### src/pkg/pdc_params.svh
// constants for the port pin drive and pull-up controller
// assumes AXI4-Lite byte addresses of 12 bits and 32-bit data
`ifndef PDC_PARAMS_SVH
`define PDC_PARAMS_SVH
// ---------------------------------------------------------------
// register map
// ---------------------------------------------------------------
`define PDC_ADDR_CTRL 12'h00C
`define PDC_ADDR_DDIR 12'h040
`define PDC_ADDR_RDIR 12'h044
`define PDC_ADDR_FSEL 12'h048
`define PDC_ADDR_CMD 12'h04C
`define PDC_ADDR_ACC 12'h050
// ---------------------------------------------------------------
// fields and reset values
// ---------------------------------------------------------------
`define PDC_CTRL_PU_BIT 3
`define PDC_CTRL_SOD_BIT 2
`define PDC_CTRL_RST 2'h0
`define PDC_NPINS 21
`define PDC_LATCH_RST 21'h1FFFFF
`define PDC_DIR_RST 21'h000000
`define PDC_FSEL_RST 9'h000
`define PDC_OD_MASK 21'h03FC00
`define PDC_PIN_D0 0
`define PDC_PIN_D4 4
`define PDC_PIN_SCK 6
`define PDC_PIN_SI 7
`define PDC_PIN_SO 8
`define PDC_PIN_TOC 9
`define PDC_PIN_R0 6
`define PDC_PIN_R3 18
`define PDC_RESP_OKAY 2'h0
`define PDC_RESP_SLVERR 2'h2
`endif

### src/pkg/pdc_pkg.sv
// types for the port pin drive and pull-up controller
// assumes pdc_params.svh is on the include path
`include "pdc_params.svh"
`default_nettype none
package pdc_pkg;
    // port instruction codes carried by the command register
    typedef enum logic [2:0] {
        pdc_op_none = 3'h0,
        pdc_op_set_d_bit = 3'h1,
        pdc_op_test_d_bit = 3'h3,
        pdc_op_clear_d_bit = 3'h2,
        pdc_op_load_port_to_acc = 3'h6,
        pdc_op_store_acc_to_port = 3'h7
    } pdc_op_e;
    // bus channel states
    typedef enum logic [1:0] {
        pdc_bus_idle = 2'h0,
        pdc_bus_resp = 2'h1
    } pdc_bus_e;
    // drive of all pins: level, output enable, pull-up on
    typedef struct packed {
        logic [`PDC_NPINS-1:0] lvl;
        logic [`PDC_NPINS-1:0] oe;
        logic [`PDC_NPINS-1:0] pu;
    } pdc_pin_drv_s;
    // outputs that on-chip peripherals offer to shared pins
    typedef struct packed {
        logic sck_lvl;
        logic sck_oe;
        logic so_lvl;
        logic toc_lvl;
    } pdc_periph_s;
endpackage : pdc_pkg
`default_nettype wire

### src/pdc_top.sv
// port pin drive and pull-up controller with an AXI4-Lite register slave
// assumes pin levels and peripheral outputs are synchronous to mclk_in
`include "pdc_params.svh"
`default_nettype none
module pdc_top #(
    parameter int NPINS = `PDC_NPINS
) (
    input wire logic mclk_in,
    input wire logic sys_rst_in,
    input wire logic stop_mode_in,
    input wire logic [NPINS-1:0] pin_lvl_in,
    input wire pdc_pkg::pdc_periph_s periph_in,
    output pdc_pkg::pdc_pin_drv_s pin_drv_out,
    input wire logic s_axi_awvalid_in,
    output logic s_axi_awready_out,
    input wire logic [11:0] s_axi_awaddr_in,
    input wire logic s_axi_wvalid_in,
    output logic s_axi_wready_out,
    input wire logic [31:0] s_axi_wdata_in,
    input wire logic [3:0] s_axi_wstrb_in,
    output logic s_axi_bvalid_out,
    input wire logic s_axi_bready_in,
    output logic [1:0] s_axi_bresp_out,
    input wire logic s_axi_arvalid_in,
    output logic s_axi_arready_out,
    input wire logic [11:0] s_axi_araddr_in,
    output logic s_axi_rvalid_out,
    input wire logic s_axi_rready_in,
    output logic [31:0] s_axi_rdata_out,
    output logic [1:0] s_axi_rresp_out
);
    import pdc_pkg::*;

    // ---------------------------------------------------------------
    // decoding shared by the write and read paths
    // ---------------------------------------------------------------
    function automatic logic addr_known(input logic [11:0] a);
        addr_known = (a == `PDC_ADDR_CTRL) || (a == `PDC_ADDR_DDIR) || (a == `PDC_ADDR_RDIR)
            || (a == `PDC_ADDR_FSEL) || (a == `PDC_ADDR_CMD) || (a == `PDC_ADDR_ACC);
    endfunction : addr_known

    // merge write data into a word under the byte strobes
    function automatic logic [31:0] strobe_merge(input logic [31:0] old, input logic [31:0] nw,
                                                 input logic [3:0] strb);
        logic [31:0] r;
        for (int b = 0; b < 4; b++)
        begin
            r[b*8 +: 8] = strb[b] ? nw[b*8 +: 8] : old[b*8 +: 8];
        end
        strobe_merge = r;
    endfunction : strobe_merge

    // ---------------------------------------------------------------
    // state
    // ---------------------------------------------------------------
    logic [1:0] ctrl_q, ctrl_d;
    logic [NPINS-1:0] latch_q, latch_d;
    logic [NPINS-1:0] dir_q, dir_d;
    logic [8:0] fsel_q, fsel_d;
    logic [3:0] acc_q, acc_d;
    pdc_bus_e wst_q, wst_d;
    pdc_bus_e rst_q, rst_d;
    logic aw_have_q, aw_have_d;
    logic w_have_q, w_have_d;
    logic [11:0] waddr_q, waddr_d;
    logic [31:0] wdata_q, wdata_d;
    logic [3:0] wstrb_q, wstrb_d;
    logic awready_q, awready_d;
    logic wready_q, wready_d;
    logic [1:0] bresp_q, bresp_d;
    logic arready_q, arready_d;
    logic [31:0] rdata_q, rdata_d;
    logic [1:0] rresp_q, rresp_d;
    pdc_pin_drv_s drv_q, drv_d;
    logic do_wr;
    logic [31:0] wmerged;
    pdc_op_e cmd_op;
    logic [3:0] cmd_idx;
    logic [3:0] cmd_dat;
    logic [NPINS-1:0] own_v, pov_v, plv_v;
    logic [NPINS-1:0] lvl_d, oe_d, pu_d;
    logic [31:0] rd_word;

    assign do_wr = aw_have_q && w_have_q && (wst_q == pdc_bus_idle);
    assign wmerged = strobe_merge(32'h00000000, wdata_q, wstrb_q);
    assign cmd_op = pdc_op_e'(wmerged[2:0]);
    assign cmd_idx = wmerged[7:4];
    assign cmd_dat = wmerged[11:8];

    // ---------------------------------------------------------------
    // write channel: address and data taken in either order
    // ---------------------------------------------------------------
    always_comb
    begin
        aw_have_d = aw_have_q;
        w_have_d = w_have_q;
        waddr_d = waddr_q;
        wdata_d = wdata_q;
        wstrb_d = wstrb_q;
        wst_d = wst_q;
        bresp_d = bresp_q;
        if (s_axi_awvalid_in && awready_q)
        begin
            aw_have_d = 1'b1;
            waddr_d = s_axi_awaddr_in;
        end
        if (s_axi_wvalid_in && wready_q)
        begin
            w_have_d = 1'b1;
            wdata_d = s_axi_wdata_in;
            wstrb_d = s_axi_wstrb_in;
        end
        case (wst_q)
            pdc_bus_idle:
            begin
                if (do_wr)
                begin
                    aw_have_d = 1'b0;
                    w_have_d = 1'b0;
                    wst_d = pdc_bus_resp;
                    bresp_d = addr_known(waddr_q) ? `PDC_RESP_OKAY : `PDC_RESP_SLVERR;
                end
            end
            pdc_bus_resp: wst_d = s_axi_bready_in ? pdc_bus_idle : pdc_bus_resp;
            default: wst_d = pdc_bus_idle;
        endcase
        awready_d = !aw_have_d && (wst_d == pdc_bus_idle);
        wready_d = !w_have_d && (wst_d == pdc_bus_idle);
    end

    // ---------------------------------------------------------------
    // control registers and the port instruction engine
    // ---------------------------------------------------------------
    always_comb
    begin
        ctrl_d = ctrl_q;
        latch_d = latch_q;
        dir_d = dir_q;
        fsel_d = fsel_q;
        acc_d = acc_q;
        if (do_wr)
        begin
            case (waddr_q)
                `PDC_ADDR_CTRL:
                begin
                    ctrl_d = wstrb_q[0] ? {wdata_q[`PDC_CTRL_PU_BIT], wdata_q[`PDC_CTRL_SOD_BIT]}
                        : ctrl_q;
                end
                `PDC_ADDR_DDIR: dir_d[5:0] = wmerged[5:0] | (dir_q[5:0] & ~{6{wstrb_q[0]}});
                `PDC_ADDR_RDIR:
                begin
                    dir_d[NPINS-1:6] = 15'(strobe_merge({17'h00000, dir_q[NPINS-1:6]}, wdata_q, wstrb_q));
                end
                `PDC_ADDR_FSEL: fsel_d = 9'(strobe_merge({23'h000000, fsel_q}, wdata_q, wstrb_q));
                `PDC_ADDR_CMD:
                begin
                    // latches are reached only through these instructions
                    case (cmd_op)
                        pdc_op_set_d_bit: latch_d[cmd_idx] = (cmd_idx < 4'h6) ? 1'b1 : latch_q[cmd_idx];
                        pdc_op_clear_d_bit: latch_d[cmd_idx] = (cmd_idx < 4'h6) ? 1'b0 : latch_q[cmd_idx];
                        pdc_op_test_d_bit: acc_d = (cmd_idx < 4'h6) ? {3'h0, pin_lvl_in[cmd_idx]} : 4'h0;
                        pdc_op_load_port_to_acc:
                            case (cmd_idx)
                                4'h0: acc_d = pin_lvl_in[9:6];
                                4'h1: acc_d = pin_lvl_in[13:10];
                                4'h2: acc_d = pin_lvl_in[17:14];
                                4'h3: acc_d = {pin_lvl_in[20:18], 1'b0};
                                default: acc_d = 4'h0;
                            endcase
                        pdc_op_store_acc_to_port:
                        begin
                            acc_d = cmd_dat;
                            case (cmd_idx)
                                4'h0: latch_d[9:6] = cmd_dat;
                                4'h1: latch_d[13:10] = cmd_dat;
                                4'h2: latch_d[17:14] = cmd_dat;
                                4'h3: latch_d[20:18] = cmd_dat[3:1];
                                default: latch_d = latch_q;
                            endcase
                        end
                        default: acc_d = acc_q;
                    endcase
                end
                default: acc_d = acc_q;
            endcase
        end
        if (stop_mode_in)
        begin
            ctrl_d = `PDC_CTRL_RST;
            latch_d = `PDC_LATCH_RST;
            dir_d = `PDC_DIR_RST;
            fsel_d = `PDC_FSEL_RST;
        end
    end

    // ---------------------------------------------------------------
    // read channel
    // ---------------------------------------------------------------
    always_comb
    begin
        case (s_axi_araddr_in)
            `PDC_ADDR_DDIR: rd_word = {26'h0000000, dir_q[5:0]};
            `PDC_ADDR_RDIR: rd_word = {17'h00000, dir_q[NPINS-1:6]};
            `PDC_ADDR_FSEL: rd_word = {23'h000000, fsel_q};
            `PDC_ADDR_ACC: rd_word = {28'h0000000, acc_q};
            default: rd_word = 32'h00000000; // write-only words read as zero
        endcase
    end

    always_comb
    begin
        rst_d = rst_q;
        rdata_d = rdata_q;
        rresp_d = rresp_q;
        case (rst_q)
            pdc_bus_idle:
            begin
                if (s_axi_arvalid_in && arready_q)
                begin
                    rst_d = pdc_bus_resp;
                    rdata_d = rd_word;
                    rresp_d = addr_known(s_axi_araddr_in) ? `PDC_RESP_OKAY : `PDC_RESP_SLVERR;
                end
            end
            pdc_bus_resp: rst_d = s_axi_rready_in ? pdc_bus_idle : pdc_bus_resp;
            default: rst_d = pdc_bus_idle;
        endcase
        // ready whenever idle, so a valid held through reset cannot lock the channel
        arready_d = (rst_d == pdc_bus_idle);
    end

    // ---------------------------------------------------------------
    // pin drive
    // ---------------------------------------------------------------
    // peripheral claims on shared pins
    always_comb
    begin
        own_v = '0;
        pov_v = '0;
        plv_v = '0;
        own_v[`PDC_PIN_SCK] = fsel_q[0];
        pov_v[`PDC_PIN_SCK] = periph_in.sck_oe;
        plv_v[`PDC_PIN_SCK] = periph_in.sck_lvl;
        own_v[`PDC_PIN_SI] = fsel_q[1];
        own_v[`PDC_PIN_SO] = fsel_q[2];
        pov_v[`PDC_PIN_SO] = 1'b1;
        plv_v[`PDC_PIN_SO] = periph_in.so_lvl;
        own_v[`PDC_PIN_TOC] = fsel_q[3];
        pov_v[`PDC_PIN_TOC] = 1'b1;
        plv_v[`PDC_PIN_TOC] = periph_in.toc_lvl;
        own_v[`PDC_PIN_D0] = fsel_q[4];
        own_v[`PDC_PIN_D4] = fsel_q[5];
        own_v[20:18] = fsel_q[8:6];
    end

    for (genvar i = 0; i < NPINS; i++)
    begin : g_pin
        localparam logic OD = 1'(`PDC_OD_MASK >> i);
        logic od_now;
        logic raw_oe;
        logic raw_lvl;
        // serial-out pin turns open-drain when selected
        assign od_now = OD || ((i == `PDC_PIN_SO) && ctrl_q[0]);
        assign raw_oe = own_v[i] ? pov_v[i] : dir_q[i];
        assign raw_lvl = own_v[i] ? plv_v[i] : latch_q[i];
        // open drain: drive only a low, float a high
        assign oe_d[i] = !stop_mode_in && raw_oe && !(od_now && raw_lvl);
        assign lvl_d[i] = od_now ? 1'b0 : raw_lvl;
        assign pu_d[i] = !OD && !stop_mode_in && ctrl_q[1] && latch_q[i];
    end

    assign drv_d = '{lvl: lvl_d, oe: oe_d, pu: pu_d};

    // ---------------------------------------------------------------
    // registers
    // ---------------------------------------------------------------
    always_ff @(posedge mclk_in)
    begin
        if (sys_rst_in)
        begin
            ctrl_q <= `PDC_CTRL_RST;
            latch_q <= `PDC_LATCH_RST;
            dir_q <= `PDC_DIR_RST;
            fsel_q <= `PDC_FSEL_RST;
            acc_q <= 4'h0;
            wst_q <= pdc_bus_idle;
            rst_q <= pdc_bus_idle;
            aw_have_q <= 1'b0;
            w_have_q <= 1'b0;
            waddr_q <= 12'h000;
            wdata_q <= 32'h00000000;
            wstrb_q <= 4'h0;
            awready_q <= 1'b0;
            wready_q <= 1'b0;
            bresp_q <= 2'h0;
            arready_q <= 1'b0;
            rdata_q <= 32'h00000000;
            rresp_q <= 2'h0;
            drv_q <= '0;
        end
        else
        begin
            ctrl_q <= ctrl_d;
            latch_q <= latch_d;
            dir_q <= dir_d;
            fsel_q <= fsel_d;
            acc_q <= acc_d;
            wst_q <= wst_d;
            rst_q <= rst_d;
            aw_have_q <= aw_have_d;
            w_have_q <= w_have_d;
            waddr_q <= waddr_d;
            wdata_q <= wdata_d;
            wstrb_q <= wstrb_d;
            awready_q <= awready_d;
            wready_q <= wready_d;
            bresp_q <= bresp_d;
            arready_q <= arready_d;
            rdata_q <= rdata_d;
            rresp_q <= rresp_d;
            drv_q <= drv_d;
        end
    end

    // outputs straight from flops
    assign pin_drv_out = drv_q;
    assign s_axi_awready_out = awready_q;
    assign s_axi_wready_out = wready_q;
    assign s_axi_bvalid_out = wst_q[0]; // only the answer state has bit 0 set
    assign s_axi_bresp_out = bresp_q;
    assign s_axi_arready_out = arready_q;
    assign s_axi_rvalid_out = rst_q[0]; // only the answer state has bit 0 set
    assign s_axi_rdata_out = rdata_q;
    assign s_axi_rresp_out = rresp_q;
endmodule : pdc_top
`default_nettype wire

### config.mk
export PLATFORM = sky130hd
export DESIGN_NAME = pdc_top
export DESIGN_NICKNAME = d
export VERILOG_FILES = /design/src/pkg/pdc_pkg.sv /design/src/pdc_top.sv
export VERILOG_INCLUDE_DIRS = /design/src /design/src/pkg
export SDC_FILE = /design/constraint.sdc
export NUM_CORES = 1
export LEC_CHECK = 0
export BUFFER_PORTS_ARGS = -buffer_cell sky130_fd_sc_hd__clkbuf_2
export CORE_ASPECT_RATIO = 2
export CORE_MARGIN = 2
export CORE_UTILIZATION = 56
export CTS_CLUSTER_SIZE = 24
export DETAILED_ROUTE_END_ITERATION = 16
export GPL_TIMING_DRIVEN = 0
export HOLD_SLACK_MARGIN = 0.03
export MAX_ROUTING_LAYER = met4
export PLACE_DENSITY = 0.95
export SLEW_MARGIN = 20
export SYNTH_ARGS = -nofsm -noshare
export SYNTH_HDL_FRONTEND = slang
export SYNTH_SLANG_ARGS = --single-unit
### constraint.sdc
create_clock -name mclk_in -period 3.33 [get_ports mclk_in]
set_input_delay 0.4995 -clock mclk_in [delete_from_list [all_inputs] [get_ports mclk_in]]
set_output_delay 0.4995 -clock mclk_in [all_outputs]
set_load 0.05 [all_outputs]
## After elaboration in Yosys (flattened, before gate mapping)

Index checks and enable logic that the tools add are counted.

| storage, ports and cells | value |
|---|---|
| bits in registers | 194 |

| cells by class | value |
|---|---|
| $lt $le $gt $ge | 3 |
| eq/ne operators | 26 |
| mux-type cells | 47 |
| bitwise operators | 4 |
| reductions and logical operators | 105 |

Operators with widths:

| cell | count |
|---|---|
| 12-bit by 7-bit == test with 1-bit output, second input constant | 10 |
| 21-bit one-hot mux with 3 select lines | 1 |
| 15-bit one-hot mux with 4 select lines | 1 |
| 1-bit logical AND | 53 |
| 21-bit bitwise mux | 2 |
| 1-bit two-way mux | 26 |
| 12-bit by 4-bit == test with 1-bit output, second input constant | 2 |
| 4-bit AND reduction | 5 |
| 3-bit AND reduction | 6 |
| 4-bit two-way mux | 4 |
| 4-bit one-hot mux with 4 select lines | 1 |
| 2-bit OR reduction | 8 |
| 1-bit zero test | 12 |
| 4-bit one-hot mux with 3 select lines | 1 |
| 1-bit logical OR | 10 |
| 1-bit binary-select mux with 4-bit select | 2 |
| 4-bit by 2-bit == test with 1-bit output, second input constant | 2 |
| 2-bit zero test | 4 |
| 2-bit two-way mux | 4 |
| 8-bit two-way mux | 1 |
| 2-bit one-hot mux with 2 select lines | 2 |
| 6-bit AND | 1 |
| 3-bit by 2-bit == test with 1-bit output, second input constant | 2 |
| 3-bit == test, second input constant | 2 |
| other kinds (17) | 23 |

## Longest topological paths before layout

| depth | value |
|---|---|
| word-level depth | 7 |
| depth in mapped cells | 9 |
| gate-level depth less buffers | 6 |

## Worst setup path before layout

OpenSTA, ideal clock, no wires.

| path | value |
|---|---|
| path kind | reg2reg |
| start | register wst_q[0] |
| end | register with a tool-made name |
| arrival | 2.157 ns |
| setup slack | 1.052 ns |
| cell stages (with the launch flop) | 7 |
| period minus slack after synthesis | 2.278 ns |
| cell sequence | dfxtp_1 -> and4bb_1 -> buf_2 -> nand4_4 -> or3_4 -> or3_1 -> a221o_1 |

RTL lines:

| item | line | source |
|---|---|---|
| from (decl) | pdc_top.sv:61 | `pdc_bus_e wst_q, wst_d;` |
| from (signal assigned) | pdc_top.sv:286 | `wst_q <= pdc_bus_idle;` |
| from (signal assigned) | pdc_top.sv:308 | `wst_q <= wst_d;` |

==> flow_summary.rst <==
.. list-table::
   :header-rows: 1

   * - Metric
     - Value
   * - Average vias per placed instance
     - 5.93
   * - Number of rows in the core area
     - 57
   * - Dominant synthesized flop cell
     - dfxtp_1
   * - Fraction of power consumed by the clock network
     - 0.433
   * - Startpoint type of the worst setup path
     - flop
   * - CP Data Arrival Time
     - 3.24 ns
   * - Area leader, netlist
     - dfxtp_1
   * - Number of I/O pins
     - 197
   * - Overall Global Routing Usage
     - 0.356
   * - Fill cells
     - 938
   * - Effective utilization at floorplan
     - 0.571
   * - Maximum Capacitance Violations
     - 0
   * - Unrepaired setup endpoints after global routing
     - no
   * - Count of input and output buffers
     - 140
   * - Critical Path Sink Type
     - flop
   * - Die width
     - 82.4 um
   * - Largest net degree at the start of global routing
     - 17
   * - Run status
     - complete, no violations
   * - Relative area change from synthesis to final layout
     - 22.9%
   * - Setup TNS Final
     - 0 ns
   * - Detailed Route Iter0 Violations
     - 539
   * - Average wire per standard cell
     - 19.4 um
   * - Post-synth cell types
     - 58
   * - Initial antenna violation count
     - 1
   * - Internal power summed over all cells
     - 3.03 mW
   * - CTS root buffer
     - clkbuf_16
   * - Clock tree from TritonCTS
     - done
   * - Number of detailed-routing iterations run before antenna repair
     - 6
   * - Power density over the cells
     - 497 nW/um2
   * - Flop pwr share
     - 0.466
   * - Synth warn
     - 0
   * - Half-perimeter wire length of the detailed placement result
     - 16800 um
   * - Type of the setup path with the least slack
     - flop to flop
   * - Cell leakage power
     - 3.59 nW
   * - Post-synthesis cell area
     - 6890 um2
   * - Gpl congestion
     - 1.07
   * - Area share of the largest cell type after synthesis
     - 0.462
   * - Final Max Tran Viols
     - 0
   * - Commonest non-fill, non-tap cells in the layout
     - dfxtp_1 (159), clkbuf_2 (140), nand2_1 (126)
   * - Std-Cell Core Area
     - 12100 um2
   * - Global route overflow
     - 0
   * - Sw Pwr
     - 1.17 mW
   * - Remaining routing DRC violations
     - 0
   * - Sequential standard cell area
     - 3180 um2
   * - Die height
     - 161 um
   * - Routed WL
     - 22400 um
   * - Multi-input gate area in the final layout
     - 3390 um2
   * - Count of flip-flops with a built-in enable after synthesis
     - 0
   * - Max FO, Critical Path
     - 10
   * - Clock slew at the register clock pins of the worst setup and hold paths
     - 0.07 ns
   * - Register bit total from synthesis
     - 159
   * - Share of post-route cells with drive strength above 1
     - 0.228
   * - Maximum clock insertion buffer count
     - 2
   * - Most frequent standard cell in the layout excluding fill and tap cells
     - dfxtp_1
   * - Number of buffers added for setup after CTS
     - 0
   * - Final critical delay including setup and external delays
     - 2.93 ns
   * - Final ANT Viol Nets
     - 0
   * - Worst min-delay path category
     - input port to flop
   * - Maximum achievable frequency
     - 0.341 GHz
   * - Setup violators final
     - 0
   * - Fin crit share
     - 0.880
   * - Synthesized instance count
     - 797
   * - Post-route clock skew
     - 0.0114 ns
   * - Count of nets after finishing
     - 1085
   * - Wire length of the first global-routing pass
     - 34200 um
   * - Latest clock arrival within the worst-skew pair
     - 0.43 ns
   * - Count of hold-fix buffers inserted at cts
     - 0
   * - Hold violation total from the final report
     - 0
   * - Total of cells resized after clock tree synthesis
     - 0
   * - Total via count after detailed routing
     - 6833
   * - Count of H-tree levels built during CTS
     - 4
   * - Largest vdd supply drop
     - 0.400 mV
   * - Switching share of power
     - 0.279
   * - Proportion of register bits with asynchronous set or reset after synthesis
     - 0
   * - Share of power burned in combinational logic
     - 0.101
   * - Synth top area cells
     - dfxtp_1 (46%), nand2_1 (6.9%), mux2i_1 (5.2%), a21oi_1 (4.7%), nor2_1 (4.6%)
   * - Number of CTS-inserted buffers
     - 17
   * - Post-synthesis sequential area ratio
     - 0.462
   * - Average instance area after synthesis
     - 8.64 um2
   * - Floorplan die area
     - 13300 um2
   * - Critical path required time
     - 3.64 ns
   * - Transition at the pin with the smallest max-transition slack
     - 0.971 ns
   * - CTS sink count
     - 159
   * - Remaining max-slew budget at the tightest pin
     - 0.347
   * - Post-layout utilization of the core
     - 0.702
   * - Number of global-route vias before repair
     - 6642
==> path summary, 6_finish.rpt <==
path | startpoint | to | slack [ns] | depth (start not counted)
worst min-delay path | s_axi_wdata_in[13] | wdata_q[13]$_SDFFE_PP0P_ | 0.29 | 3
worst min register to register | flop | pin_drv_out[37]$_SDFF_PP0_ | 0.45 | 1
worst max register to register | wstrb_q[0]$_SDFFE_PP0P_ | flop | 0.40 | 7
worst max-delay path | wstrb_q[0]$_SDFFE_PP0P_ | flop | 0.40 | 7
==> cells by family (layout without fill, tap and decap cells) <==
family / after synthesis / in the layout / synth area share
and+or+nand+nor: 353 / 353 / 0.259
AOI/OAI and AO/OA: 159 / 159 / 0.146
DFF: 159 / 159 / 0.462
buffers and inverters: 83 / 254 / 0.0660
muxes: 39 / 39 / 0.0621
xor gates and xnor gates: 2 / 2 / 0.00254
adders and majority gates: 1 / 1 / 0.00145
other: 1 / 38 / 0.000545
==> Yosys cell counts (4+ instances only) <==
cell type / count
nand3_1: 14
nand2b_1: 6
nor2b_1: 17
clkbuf_1: 37
o21ai_0: 28
nor3b_1: 25
nor4_1: 7
mux2i_1: 36
nand2_1: 126
a221o_1: 5
and3_1: 19
a22oi_1: 22
and2_1: 10
buf_4: 36
a21oi_1: 64
a211oi_1: 16
nand4_1: 4
nor3_1: 13
nor2_1: 85
dfxtp_1: 159
buf_2: 6
a31oi_1: 5
==> layer usage <==
layer / vias up / track usage / share of wire
met1: 3150 / 0.347 / 0.33
li1: 3118 / - / -
met3: 143 / 0.0826 / 0.078
met2: 422 / 0.574 / 0.51
met4: 0 / 0.294 / 0.087
met5: - / - / 0
==> power groups by stage <==
stage | Clock (mW) | Combinational [mW] | Sequential [mW]
floorplan | 0 | 0.258 | 2.04
global placement | 0 | 0.411 | 2.00
detailed placement | 0 | 0.416 | 2.00
CTS | 1.82 | 0.417 | 1.96
global route | 1.90 | 0.449 | 1.96
finish | 1.82 | 0.425 | 1.96
==> critical path: stages, from the launching register on <==
cell	delay, ns
dfxtp_1	0.32
buf_2	0.21
buf_2	0.27
buf_1	0.43
nand3_1	0.14
a31oi_1	0.73
nand3b_1	0.34
o41ai_1	0.36
==> per-stage QoR <==
stage,instance area [um2],hold WS (ns),setup WS [ns],total power [mW],instances
2_1_floorplan,7020,0.398,1.05,2.30,833
3_3_place_gp,7910,0.443,0.642,2.41,1120
3_5_place_dp,7910,0.446,0.616,2.42,1120
4_1_cts,8460,0.280,0.584,4.19,1151
5_1_grt,8470,0.298,0.345,4.31,1152
6_report,8470,0.286,0.401,4.21,1152
==> layout make-up <==
type | instances | area share
clock inverters | 14 | 0.0149
multi-input cells | 591 | 0.400
diodes | 1 | 0.000296
clock buffers | 17 | 0.0502
inverters | 1 | 0.000443
well taps | 147 | 0.0217
flip-flops and latches | 159 | 0.376
repair buffers | 140 | 0.0828
plain buffers | 82 | 0.0532
Power figures use the tool's default switching activity.
